<file path="src/hdl/sdmrb_pkg.sv">
// Shared constants and carrier types of the SDRAM configuration and burst logic
package sdmrb_pkg;

  localparam int CFG_W = 15;
  localparam int ADDR_W = 13;
  localparam int COL_W = 10;

  // Field positions in the base configuration register
  localparam int BL_LSB = 0;
  localparam int BL_W = 3;
  localparam int BT_BIT = 3;
  localparam int LAT_LSB = 4;
  localparam int LAT_W = 3;
  localparam int MODE_LSB = 7;
  localparam int MODE_W = 2;
  localparam int WB_BIT = 9;

  localparam logic [CFG_W-1:0] CFG_RST = 15'h0000;

  // Burst length codes
  localparam logic [BL_W-1:0] BL_1 = 3'h0;
  localparam logic [BL_W-1:0] BL_2 = 3'h1;
  localparam logic [BL_W-1:0] BL_4 = 3'h2;
  localparam logic [BL_W-1:0] BL_8 = 3'h3;
  localparam logic [BL_W-1:0] BL_PAGE = 3'h7;

  // Read latency codes and their cycle counts
  localparam logic [LAT_W-1:0] LAT_1 = 3'h1;
  localparam logic [LAT_W-1:0] LAT_2 = 3'h2;
  localparam logic [LAT_W-1:0] LAT_3 = 3'h3;
  localparam logic [1:0] LAT_CYC_1 = 2'h1;
  localparam logic [1:0] LAT_CYC_2 = 2'h2;
  localparam logic [1:0] LAT_CYC_3 = 2'h3;

  localparam logic [MODE_W-1:0] MODE_STD = 2'h0;

  // Bank-address selection during a load_config_command
  localparam logic [1:0] BA_BASE = 2'h0;
  localparam logic [1:0] BA_EXT = 2'h2;

  // Command codes as {cs_n, ras_n, cas_n, we_n}
  localparam logic [3:0] CMD_LOAD = 4'h0;
  localparam logic [3:0] CMD_REFRESH = 4'h1;
  localparam logic [3:0] CMD_ROW_OPEN = 4'h3;
  localparam logic [3:0] CMD_WRITE = 4'h4;
  localparam logic [3:0] CMD_READ = 4'h5;
  localparam logic [3:0] CMD_TERM = 4'h6;

  typedef struct packed {
    logic cs_n;
    logic ras_n;
    logic cas_n;
    logic we_n;
    logic [1:0] ba;
    logic [ADDR_W-1:0] addr;
  } sdmrb_pins_t;

  typedef struct packed {
    logic valid;
    logic [COL_W-1:0] col;
  } sdmrb_beat_t;

  typedef enum logic {ST_IDLE, ST_BURST} sdmrb_st_t;

endpackage
</file>
<file path="src/hdl/sdmrb_col_gen.sv">
// Column address of one burst beat, wrapped inside its aligned block
`timescale 1ns/100ps
`default_nettype none
module sdmrb_col_gen
  import sdmrb_pkg::*;
(
  input wire logic [COL_W-1:0] i_start,
  input wire logic [COL_W-1:0] i_cnt,
  input wire logic [COL_W-1:0] i_mask,
  input wire logic i_ilv,
  output logic [COL_W-1:0] o_col
);

  logic [COL_W-1:0] off;

  // Interleave xors the count in, sequential adds it
  assign off = i_ilv ? (i_start ^ i_cnt) : COL_W'(i_start + i_cnt);
  // Bits above the mask come from the start column and never move
  assign o_col = (i_start & ~i_mask) | (off & i_mask);

endmodule
`default_nettype wire

</file>
<file path="src/hdl/sdmrb_core.sv">
// Configuration register and burst sequencer of a quad-bank SDRAM
`timescale 1ns/100ps
`default_nettype none
module sdmrb_core
  import sdmrb_pkg::*;
#(
  parameter int PAGE_LEN = 512
) (
  input wire logic i_clock,
  input wire logic i_sys_rst,
  input wire sdmrb_pins_t i_pins,
  output logic [CFG_W-1:0] o_cfg,
  output logic [CFG_W-1:0] o_ext_cfg,
  output logic o_cfg_loaded,
  output logic [COL_W-1:0] o_burst_len,
  output logic [1:0] o_cas_lat,
  output logic o_std_mode,
  output logic o_busy,
  output sdmrb_beat_t o_rd,
  output logic o_dq_oe_n,
  output sdmrb_beat_t o_wr
);

  localparam logic [COL_W-1:0] PAGE_MASK = COL_W'(PAGE_LEN - 1);

  typedef struct packed {
    logic [CFG_W-1:0] cfg;
    logic [CFG_W-1:0] ext;
    logic loaded;
    logic [COL_W-1:0] blen;
    logic [1:0] lat;
    logic std;
    sdmrb_st_t st;
    logic busy;
    logic wr;
    logic page;
    logic [COL_W-1:0] cnt;
    logic [COL_W-1:0] start;
    logic [COL_W-1:0] bmask;
    sdmrb_beat_t p1;
    sdmrb_beat_t p2;
    sdmrb_beat_t rd;
    sdmrb_beat_t wb;
    logic dq_oe_n;
  } sdmrb_state_t;

  sdmrb_state_t q;
  sdmrb_state_t d;

  logic [3:0] cmd;
  logic rw_hit;
  logic wr_cmd;
  logic [COL_W-1:0] new_mask;
  logic [COL_W-1:0] g_start;
  logic [COL_W-1:0] g_cnt;
  logic [COL_W-1:0] g_mask;
  logic [COL_W-1:0] g_col;
  sdmrb_beat_t beat;
  sdmrb_beat_t rbeat;
  logic beat_wr;

  // Offset mask of a burst; reserved codes fall back to one location
  function automatic logic [COL_W-1:0] bl_mask(input logic [CFG_W-1:0] c);
    logic [COL_W-1:0] m;
    m = '0;
    unique case (c[BL_LSB +: BL_W])
      BL_2: m = 10'h001;
      BL_4: m = 10'h003;
      BL_8: m = 10'h007;
      BL_PAGE: m = c[BT_BIT] ? 10'h000 : PAGE_MASK;
      default: m = 10'h000;
    endcase
    return m;
  endfunction

  // Reserved latency codes behave as the slowest setting
  function automatic logic [1:0] lat_dec(input logic [CFG_W-1:0] c);
    logic [1:0] l;
    l = LAT_CYC_3;
    unique case (c[LAT_LSB +: LAT_W])
      LAT_1: l = LAT_CYC_1;
      LAT_2: l = LAT_CYC_2;
      LAT_3: l = LAT_CYC_3;
      default: l = LAT_CYC_3;
    endcase
    return l;
  endfunction

  assign cmd = {i_pins.cs_n, i_pins.ras_n, i_pins.cas_n, i_pins.we_n};
  assign wr_cmd = (cmd == CMD_WRITE);
  // Nothing starts before the first load or outside standard mode
  assign rw_hit = q.loaded && q.std && ((cmd == CMD_READ) || wr_cmd);
  assign new_mask = (wr_cmd && q.cfg[WB_BIT]) ? '0 : bl_mask(q.cfg);
  assign g_start = rw_hit ? i_pins.addr[COL_W-1:0] : q.start;
  assign g_cnt = rw_hit ? '0 : q.cnt;
  assign g_mask = rw_hit ? new_mask : q.bmask;

  sdmrb_col_gen i_sdmrb_col_gen (
    .i_start(g_start),
    .i_cnt(g_cnt),
    .i_mask(g_mask),
    .i_ilv(q.cfg[BT_BIT]),
    .o_col(g_col)
  );

  always_comb begin
    d = q;
    beat = '0;
    beat_wr = 1'b0;
    if (cmd == CMD_LOAD && i_pins.ba == BA_BASE) begin
      d.cfg = {i_pins.ba, i_pins.addr};
      d.loaded = 1'b1;
    end else if (cmd == CMD_LOAD && i_pins.ba == BA_EXT) begin
      d.ext = {i_pins.ba, i_pins.addr};
    end
    if (rw_hit) begin
      beat.valid = 1'b1;
      beat.col = g_col;
      beat_wr = wr_cmd;
      d.wr = wr_cmd;
      d.start = i_pins.addr[COL_W-1:0];
      d.bmask = new_mask;
      d.page = (new_mask == PAGE_MASK) && (new_mask != '0);
      d.cnt = 10'h001 & new_mask;
      d.st = (new_mask == '0) ? ST_IDLE : ST_BURST;
    end else if (q.st == ST_BURST) begin
      // A terminate stops the beat at its own edge
      if (cmd == CMD_TERM || !q.std) begin
        d.st = ST_IDLE;
      end else begin
        beat.valid = 1'b1;
        beat.col = g_col;
        beat_wr = q.wr;
        d.cnt = COL_W'(q.cnt + 10'h001) & q.bmask;
        if (!q.page && q.cnt == q.bmask) begin
          d.st = ST_IDLE;
        end
      end
    end
    rbeat.valid = beat.valid && !beat_wr;
    rbeat.col = beat.col;
    d.p1 = rbeat;
    d.p2 = q.p1;
    // Pipeline tap picks the beat for edge r+q-1
    unique case (q.lat)
      LAT_CYC_1: d.rd = rbeat;
      LAT_CYC_2: d.rd = q.p1;
      default: d.rd = q.p2;
    endcase
    d.dq_oe_n = !d.rd.valid;
    d.wb.valid = beat.valid && beat_wr;
    d.wb.col = beat.col;
    d.blen = COL_W'(bl_mask(d.cfg) + 10'h001);
    d.lat = lat_dec(d.cfg);
    d.std = (d.cfg[MODE_LSB +: MODE_W] == MODE_STD);
    d.busy = (d.st == ST_BURST);
  end

  // Reset clears the loaded flag; contents count as unknown until loaded
  always_ff @(posedge i_clock or posedge i_sys_rst) begin
    if (i_sys_rst) begin
      q <= '0;
      q.cfg <= CFG_RST;
      q.dq_oe_n <= 1'b1;
    end else begin
      q <= d;
    end
  end

  assign o_cfg = q.cfg;
  assign o_ext_cfg = q.ext;
  assign o_cfg_loaded = q.loaded;
  assign o_burst_len = q.blen;
  assign o_cas_lat = q.lat;
  assign o_std_mode = q.std;
  assign o_busy = q.busy;
  assign o_rd = q.rd;
  assign o_dq_oe_n = q.dq_oe_n;
  assign o_wr = q.wb;
endmodule
`default_nettype wire

</file>
<file path="config.mk">
export PLATFORM = sky130hd
export DESIGN_NAME = sdmrb_core
export DESIGN_NICKNAME = d
export VERILOG_FILES = /design/src/hdl/sdmrb_pkg.sv /design/src/hdl/sdmrb_col_gen.sv /design/src/hdl/sdmrb_core.sv
export SDC_FILE = /design/constraint.sdc
export NUM_CORES = 1
export LEC_CHECK = 0
export ABC_AREA = 1
export BUFFER_PORTS_ARGS = -buffer_cell sky130_fd_sc_hd__buf_4
export CAP_MARGIN = 20
export CORE_ASPECT_RATIO = 0.5
export CORE_MARGIN = 4
export CORE_UTILIZATION = 51
export CTS_CLUSTER_SIZE = 40
export DETAILED_ROUTE_END_ITERATION = 10
export GPL_ROUTABILITY_DRIVEN = 1
export PLACE_DENSITY = 0.79
export SYNTH_ARGS = -nofsm -noshare
export SYNTH_HDL_FRONTEND = slang
export SYNTH_HIERARCHICAL = 1
export SYNTH_SLANG_ARGS = --single-unit
</file>
<file path="constraint.sdc">
create_clock -name i_clock -period 3.1 [get_ports i_clock]
set_input_delay 0.62 -clock i_clock [delete_from_list [all_inputs] [get_ports i_clock]]
set_output_delay 0.62 -clock i_clock [all_outputs]
set_load 0.02 [all_outputs]
</file>
# Yosys cells after proc, flatten, opt, wreduce, memory -nomap -nowiden
# Cells that the tools add are included.
classes:
  add_sub_neg: 3
  eq_ne: 19
  n_mux: 26
  bitwise_logic: 7
  n_reduce_logical: 23
ops:
  columns: ["operator", "n"]
  rows:
  - ["$mux 10", 8]
  - ["$pmux 9 s4", 2]
  - ["$mux 11", 3]
  - ["$and 10x10->10", 3]
  - ["$mux 9", 3]
  - ["$pmux 11 s2", 1]
  - ["$add 10x1->10 const B", 2]
  - ["$eq 3x2->1 const B", 5]
  - ["$eq 4x3->1 const B", 3]
  - ["$add 10x10->10", 1]
  - ["$eq 10x10->1", 1]
  - ["$eq 10x9->1 const B", 1]
  - ["$logic_not 10->1", 1]
  - ["$not 10->10", 1]
  - ["$or 10x10->10", 1]
  - ["$reduce_bool 10->1", 1]
  - ["$xor 10x10->10", 1]
  - ["$eq 3x1->1 const B", 3]
  - ["$logic_and 1x1->1", 9]
  - ["$mux 1", 8]
  - ["$eq 3x3->1 const B", 2]
  - ["$eq 2x2->1 const B", 2]
  - ["$logic_not 1->1", 4]
  - ["$logic_not 2->1", 2]
  - ["other kinds (8)", 10]
word_totals:
  regBits: 112
  in_bits: 21
  out_inout_bits: 68
  word_cells: 99

# Depth between registers and ports, before layout
# Gate-level depths: netlist (run 1).
logic_depth:
  word_depth: 14
  ltp_mapped: 21
  depth_no_buf: 20

# By module
# The synthesis (run 1) kept the hierarchy.
modules_own_cells:
  columns: ["mod", "instances", "cells_per_inst", "area_each_um2", "seq_area_each_um2"]
  rows:
  - ["sdmrb_core", 1, 512, 4782.1, 2553.7]
  - ["sdmrb_col_gen", 1, 103, 584.3, 0.0]

# Worst setup path before layout (run 1)
# Ideal clock, no wire load.
synth_timing:
  kind: "input -> register"
  startpoint: "in i_pins[16] (netlist bit)"
  endpoint: "reg q, in the netlist o_rd[6]"
  setup_time_ns: 0.073
  t_arrival_ns: 2.742
  required_time_ns: 3.027
  slack_ns: 0.285
  path_stages: 18
  path_buffers: 1
  cell_sequence: "nor2_2 > nand2_4 > clkbuf_1 > nand2_1 > o21ai_0 > ha_1 > fa_1 > nand3_1 > nand2_1 > nand3_1 > nand2_1 > nand2_1 > nand2_1 > a31oi_1 > inv_1 > nor2_4 > nand2_1 > a21oi_2"
synth_lines:
  columns: ["element", "line_no", "rtl"]
  rows:
  - ["from (decl)", "sdmrb_core.sv:11", "input wire sdmrb_pins_t i_pins,"]
  - ["to (decl)", "sdmrb_core.sv:47", "sdmrb_state_t q;"]

==> results of run 1 <==
[power breakdown]
group	total (mW)	switching, mW	internal, mW
Combinational	1.13	0.693	0.433
Clock	1.09	0.509	0.579
Sequential	1.64	0.108	1.53
Total	3.85	1.31	2.54
[state kept, by name, indices dropped and copies added (netlist names)]
register,flops
o_cfg,15
q,36
o_rd,11
o_busy,1
o_burst_len,7
d,1
o_cfg_loaded,1
o_dq_oe_n,1
o_wr,11
o_std_mode,1
o_cas_lat,2
o_ext_cfg,15
[cell families (layout without fill, tap and decap cells)]
kind of cell	count (synthesis)	count (layout)	share of synthesized area, %
multiplexers	1	1	0.2098
flip-flops	102	102	47.59
adder cells (fa/ha/maj)	16	16	3.870
buffers and inverters	163	198	16.90
AND/OR/NAND/NOR	226	226	19.38
AO/OA/AOI/OAI	102	102	11.33
other	1	8	0.06988
XOR/XNOR	4	4	0.6528
[routing by layer]
layer	global-route usage [%]	wire length [um]
met1	27.07	5520
met2	30.48	5181
met3	4.467	705
met4	6.400	261
met5	0	0
[cell type report]
type	count	area, sq um
Tap cell	140	175.2
Fill cell	881	4223
Timing Repair Buffer	98	748.2
Sequential cell	102	2554
Clock buffer	10	239.0
Inverter	84	321.6
Clock inverter	6	55.05
Multi-Input combinational cell	357	1932
[worst max-delay path by stage]
stage	slack (ns)	end	cells after the start
finish	0.26	o_rd[1]	13
global route	0.03	o_rd[8]	20
CTS	0.29	o_rd[8]	18
detailed placement	-0.007	o_rd[8]	18
global placement	0.05	o_rd[8]	18
floorplan	0.29	o_rd[6]	18
[cells in the mapped netlist, drive strengths merged]
library cell,number
dfstp,1
conb,1
inv,84
a21boi,1
nor2,57
o2111ai,1
o211ai,4
nand3b,1
a31oi,2
dfrtp,101
fa,1
xor2,4
o31ai,1
o21bai,1
a21oi,36
nor3,3
ha,15
clkbuf,6
nand2,130
nand4,7
buf,73
o22ai,3
o21ai,52
o21a,1
nand3,27
mux2,1
or2,1
[metrics by stage]
step	hold slack (ns)	power (mW)	setup slack (ns)	cells
floorplan	0.3539	2.514	0.2850	622
global placement	0.3602	2.752	0.05035	781
detailed placement	0.3628	2.779	-0.006614	781
CTS	0.3764	3.869	0.2935	797
global route	0.3834	4.066	0.03223	797
finish	0.3771	3.850	0.2589	797
==> impl_results.md, run 1 <==
- Status: completed
- Reg-to-reg startpoint: o_std_mode
- Cell row count: 26
- Cells after synthesis: 615
- Avg WL per Cell: 14.64 um
- Seq/Total Area, Yosys: 47.59%
- Inserted Diodes: 0
- Worst vdd ir: 0.3372 mV
- CP Buf/Inv Count: 2
- Hold Buf Count CTS: 0
- Layout cells sized above 1: 24.96%
- Hold_sp: d[33]
- Area leader, netlist: dfrtp_1
- Total grt overflow: 0
- Die height: 80.54 um
- R2R depth: 13
- Post-Route WL: 11.67 mm
- Core Box Area: 10,250 sq um
- Most common cell after layout, fill and taps aside: nand2_1
- IO Count: 89
- Clk buf depth: 2
- Die span in x: 153.1 um
- Startpoint Class: flip-flop
- Worst-path clk slew: 0.07 ns
- WP data arrival: 3.12 ns
- Port Buf Inserts: 85
- Final Util: 58.79%
- CP max-delay cell: fa_1
- Worst path max stage delay: 0.49 ns
- CP most frequent cell: nand2_1
- Hold depth: 0
- Starting Density: 52.37%
- Crit. Startpoint: o_std_mode
- Post-synth cell types: 43
- Clk sink count: 102
- Hold EP: q[33]
- DR iter-0 viols: 314
- Leakage: 3.173 nW
- ANT nets after route: 0
- Setup TNS: 0 ns
- Largest net degree at the start of global routing: 52
- DRC: 0
- Die ar.: 12,330 sq um
- H-tree levels: 3
- TritonRoute pass-1 iters: 6
- Worst Setup End Kind: flip-flop
- CTS Buf Count: 9
- Post-DR vias/cell: 5.010
- Achievable Freq: 0.3520 GHz
- Via count: 3,993
- Avg Cell Area, Syn: 8.726 sq um
- Final Setup Violations: 0
- Clock Latency Late Sink: 0.35 ns
- Power Density: 639.0 nW/um^2
- Nets: 689
- Area growth, synth to finish: 12.26%
- Max transition margin: 48.50%
- Number of global-route vias before repair: 3,882
- RSZ-0062 raised after global routing: no
- Placer Congestion: 1.017
- Post-cts sizing count: 0
- Reg2reg end: o_rd[1]
- Worst-path fanout max: 19
- Post-Syn Area: 5366 sq um
- Post-layout instance area: 6025 sq um
- Clock skew: 0.008311 ns
- All-Layer GR Usage: 19.50%
- Worst min path class: reg -> reg
- Final Hold Fails: 0
- Fin crit share: 91.65%
- Top-area cell type share of the netlist area: 47.10%
- Synth top area cells: dfrtp_1, buf_4, nand2_1
- Initial antenna violation count: 0
- First-pass GRT wire length: 19.09 mm
- Final slew viol count: 0
- DP Area: 5731 sq um
- Setup Buffers After CTS: 0
- Synth warnings: 6
- Detailed Place HPWL: 8.704 mm
- CTS tree: yes
- R2r setup slk: 0.26 ns
- CP cell instances: nand2_1, nor2_2, nand2_4, inv_2, nor2_1, ha_1, fa_1, nand2_1, a31oi_1, inv_1, nor2_1, nand2_1, a21oi_1
- Tmin final: 2.841 ns
- Root buf cell: clkbuf_16
- Setup CP Type: reg -> reg
- Worst slew pin tran: 0.7709 ns
- Max-cap check violation count: 0
- Synth Register Bits: 102
- Most frequent cells in the layout: nand2_1, dfrtp_1, buf_4, inv_1, nor2_1
- CP delay by family, top: simple AND/OR/NAND/NOR gates
- Worst EP required: 3.38 ns
(Power assumes the default switching activity.)
==> run 2, diff against run 1 <==
--- a/config.mk
+++ b/config.mk
@@ -9,7 +9,7 @@
 export BUFFER_PORTS_ARGS = -buffer_cell sky130_fd_sc_hd__buf_4
 export CAP_MARGIN = 20
 export CORE_ASPECT_RATIO = 0.5
-export CORE_MARGIN = 4
+export CORE_MARGIN = 2
 export CORE_UTILIZATION = 51
 export CTS_CLUSTER_SIZE = 40
 export DETAILED_ROUTE_END_ITERATION = 10
==> constraint.sdc (replaced) <==
create_clock -name i_clock -period 3.1 [get_ports i_clock]
set_input_delay 0.62 -clock i_clock [delete_from_list [all_inputs] [get_ports i_clock]]
set_output_delay 0.62 -clock i_clock [all_outputs]
set_load 0.01 [all_outputs]
==> run 2 against run 1 <==
  * Non-clock buffer count down 2
  * Largest power group unchanged
  * Clock skew hardly changed
  * Total power fell by 3.8%
  * Utilization shrank 0.058 points
  * Via count about the same
  * Register-to-register slack better by 0.09 ns
  * Maximum frequency is 3.2% higher
==> impl_results.md, run 2 (synthesis results as in run 1) <==
- Status: completed
- Fin crit share: 88.76%
- Startpoint Class: flip-flop
- DR iter-0 viols: 391
- Inserted Diodes: 0
- ANT nets after route: 0
- Number of global-route vias before repair: 3,780
- Worst path max stage delay: 0.45 ns
- Min Hold Slack: 0.3867 ns
- Final slew viol count: 0
- Placer Congestion: 0.8897
- Root buf cell: clkbuf_16
- Die height: 76.54 um
- Reg power frac: 44.1%
- Comb power frac: 27.0%
- Port Buf Inserts: 85
- CP delay by family, top: simple AND/OR/NAND/NOR gates
- Power Density: 617.4 nW/um^2
- Reg with most FFs: q
- Final Setup Violations: 0
- Setup CP Type: reg -> reg
- Clock Latency Late Sink: 0.35 ns
- Via count: 3,992
- CTS Buf Count: 9
- Hold Buf Count CTS: 0
- Layout cells sized above 1: 24.58%
- R2r setup slk: 0.35 ns
- Detailed Place HPWL: 8.290 mm
- Worst-path clk slew: 0.07 ns
- Max transition margin: 65.36%
- H-tree levels: 3
- Largest net degree at the start of global routing: 103
- Worst slew pin tran: 0.5196 ns
- Post-Route WL: 11.10 mm
- CP Buf/Inv Count: 2
- Core Box Area: 10,210 sq um
- CTS tree: yes
- Worst vdd ir: 0.3128 mV
- First-pass GRT wire length: 18.61 mm
- Number of flip-flops in the largest register: 36
- Initial antenna violation count: 0
- Avg WL per Cell: 13.96 um
- Hold EP: q[33]
- Area growth, synth to finish: 11.80%
- Worst Setup End Kind: flip-flop
- Tmin final: 2.752 ns
- Total grt overflow: 0
- Hold depth: 0
- Leakage: 3.161 nW
- CP most frequent cell: nand2_1
- Clock network power share: 28.9%
- DRC: 0
- WP data arrival: 3.04 ns
- Worst min path class: reg -> reg
- CP max-delay cell: o21ai_0
- Worst-path fanout max: 20
- Die ar.: 11,410 sq um
- Reg2reg end: o_rd[7]
- Post-DR vias/cell: 5.021
- Most common cell after layout, fill and taps aside: nand2_1
- Clk sink count: 102
- Max-cap check violation count: 0
- Setup TNS: 0 ns
- Sw frac: 31.77%
- Nets: 687
- Most frequent cells in the layout: nand2_1, dfrtp_1, buf_4, inv_1, nor2_1
- All-Layer GR Usage: 20.76%
- Cell row count: 26
- Final Hold Fails: 0
- Starting Density: 52.54%
- R2R depth: 18
- Die span in x: 149.1 um
- Internal power: 2.527 mW
- Hold_sp: d[33]
- TritonRoute pass-1 iters: 5
- Clk buf depth: 2
- Achievable Freq: 0.3634 GHz
- Worst EP required: 3.38 ns
- Reg-to-reg startpoint: o_std_mode
- RSZ-0062 raised after global routing: no
- Net Switching: 1.177 mW
- CP cell instances: nand2_1, nor2_2, nand2_4, o21ai_0, ha_1, nand2_1, inv_1, nand2_1, nand3_2, nand2_1, nand2_1, nand3_1, nand3_2, o21ai_2, inv_1, nor2_4, nand2_1, a21oi_2
- Clock skew: 0.008683 ns
- IO Count: 89
run 2: metal layers:
metal / part of all wire (%) / track usage [%]
met3: 6.4 / 5.210
met1: 47 / 29.24
met2: 45 / 31.71
met4: 1.6 / 6.381
met5: 0 / 0
run 2: cell type report:
| class | instances | area [sq um] |
|---|---|---|
| Sequential cell | 102 | 2554 |
| Multi-Input combinational cell | 357 | 1932 |
| Clock inverter | 5 | 41.29 |
| Inverter | 84 | 321.6 |
| Tap cell | 140 | 175.2 |
| Fill cell | 876 | 4215 |
| Clock buffer | 11 | 242.7 |
| Timing Repair Buffer | 96 | 733.2 |
run 2: worst max-delay path by stage:
stage | start | to | slack (ns) | cells past startpoint
2_1_floorplan | i_pins[16] | o_rd[6] | 0.29 | 18
3_3_place_gp | i_pins[16] | o_rd[6] | 0.11 | 18
3_5_place_dp | i_pins[16] | o_rd[8] | 0.01 | 18
4_1_cts | o_std_mode | o_rd[8] | 0.35 | 18
5_1_grt | o_std_mode | o_rd[8] | 0.07 | 18
6_report | o_std_mode | o_rd[7] | 0.35 | 18
run 2: worst register-to-register path: stages (launching register included):
cell and delay (ns):
dfrtp_1 0.37, nand2_1 0.08, nor2_2 0.17, nand2_4 0.16, o21ai_0 0.46, ha_1 0.35, nand2_1 0.10, inv_1 0.05
nand2_1 0.07, nand3_2 0.10, nand2_1 0.08, nand2_1 0.06, nand3_1 0.08, nand3_2 0.08, o21ai_2 0.07, inv_1 0.09
nor2_4 0.11, nand2_1 0.07, a21oi_2 0.14
run 2: per-stage QoR:
| stage | instances | cell area [sq um] | power (mW) | util, % | setup slack (ns) |
|---|---|---|---|---|---|
| finish | 795 | 6000 | 3.704 | 58.73 | 0.3483 |
| global route | 795 | 6000 | 3.919 | 58.73 | 0.06585 |
| CTS | 795 | 6000 | 3.727 | 58.73 | 0.3485 |
| detailed placement | 779 | 5715 | 2.649 | 55.95 | 0.01480 |
| global placement | 779 | 5715 | 2.625 | 55.95 | 0.1125 |
| floorplan | 622 | 5396 | 2.401 | - | 0.2851 |
run 2: repair_timing:
action | CTS | global route
resized for setup | 0 | 1
setup buffers | 0 | 0
endpoints found under the setup margin | 0 | 1
endpoints found under the hold margin | 0 | 0
run 2: power by group through the flow:
stage               Sequential [mW]  Clock, mW  Combinational, mW
finish                         1.63       1.07               1.00
global route                   1.65       1.15               1.12
CTS                            1.63       1.09               1.00
detailed placement             1.65          0              0.995
global placement               1.65          0              0.974
floorplan                      1.63          0              0.773
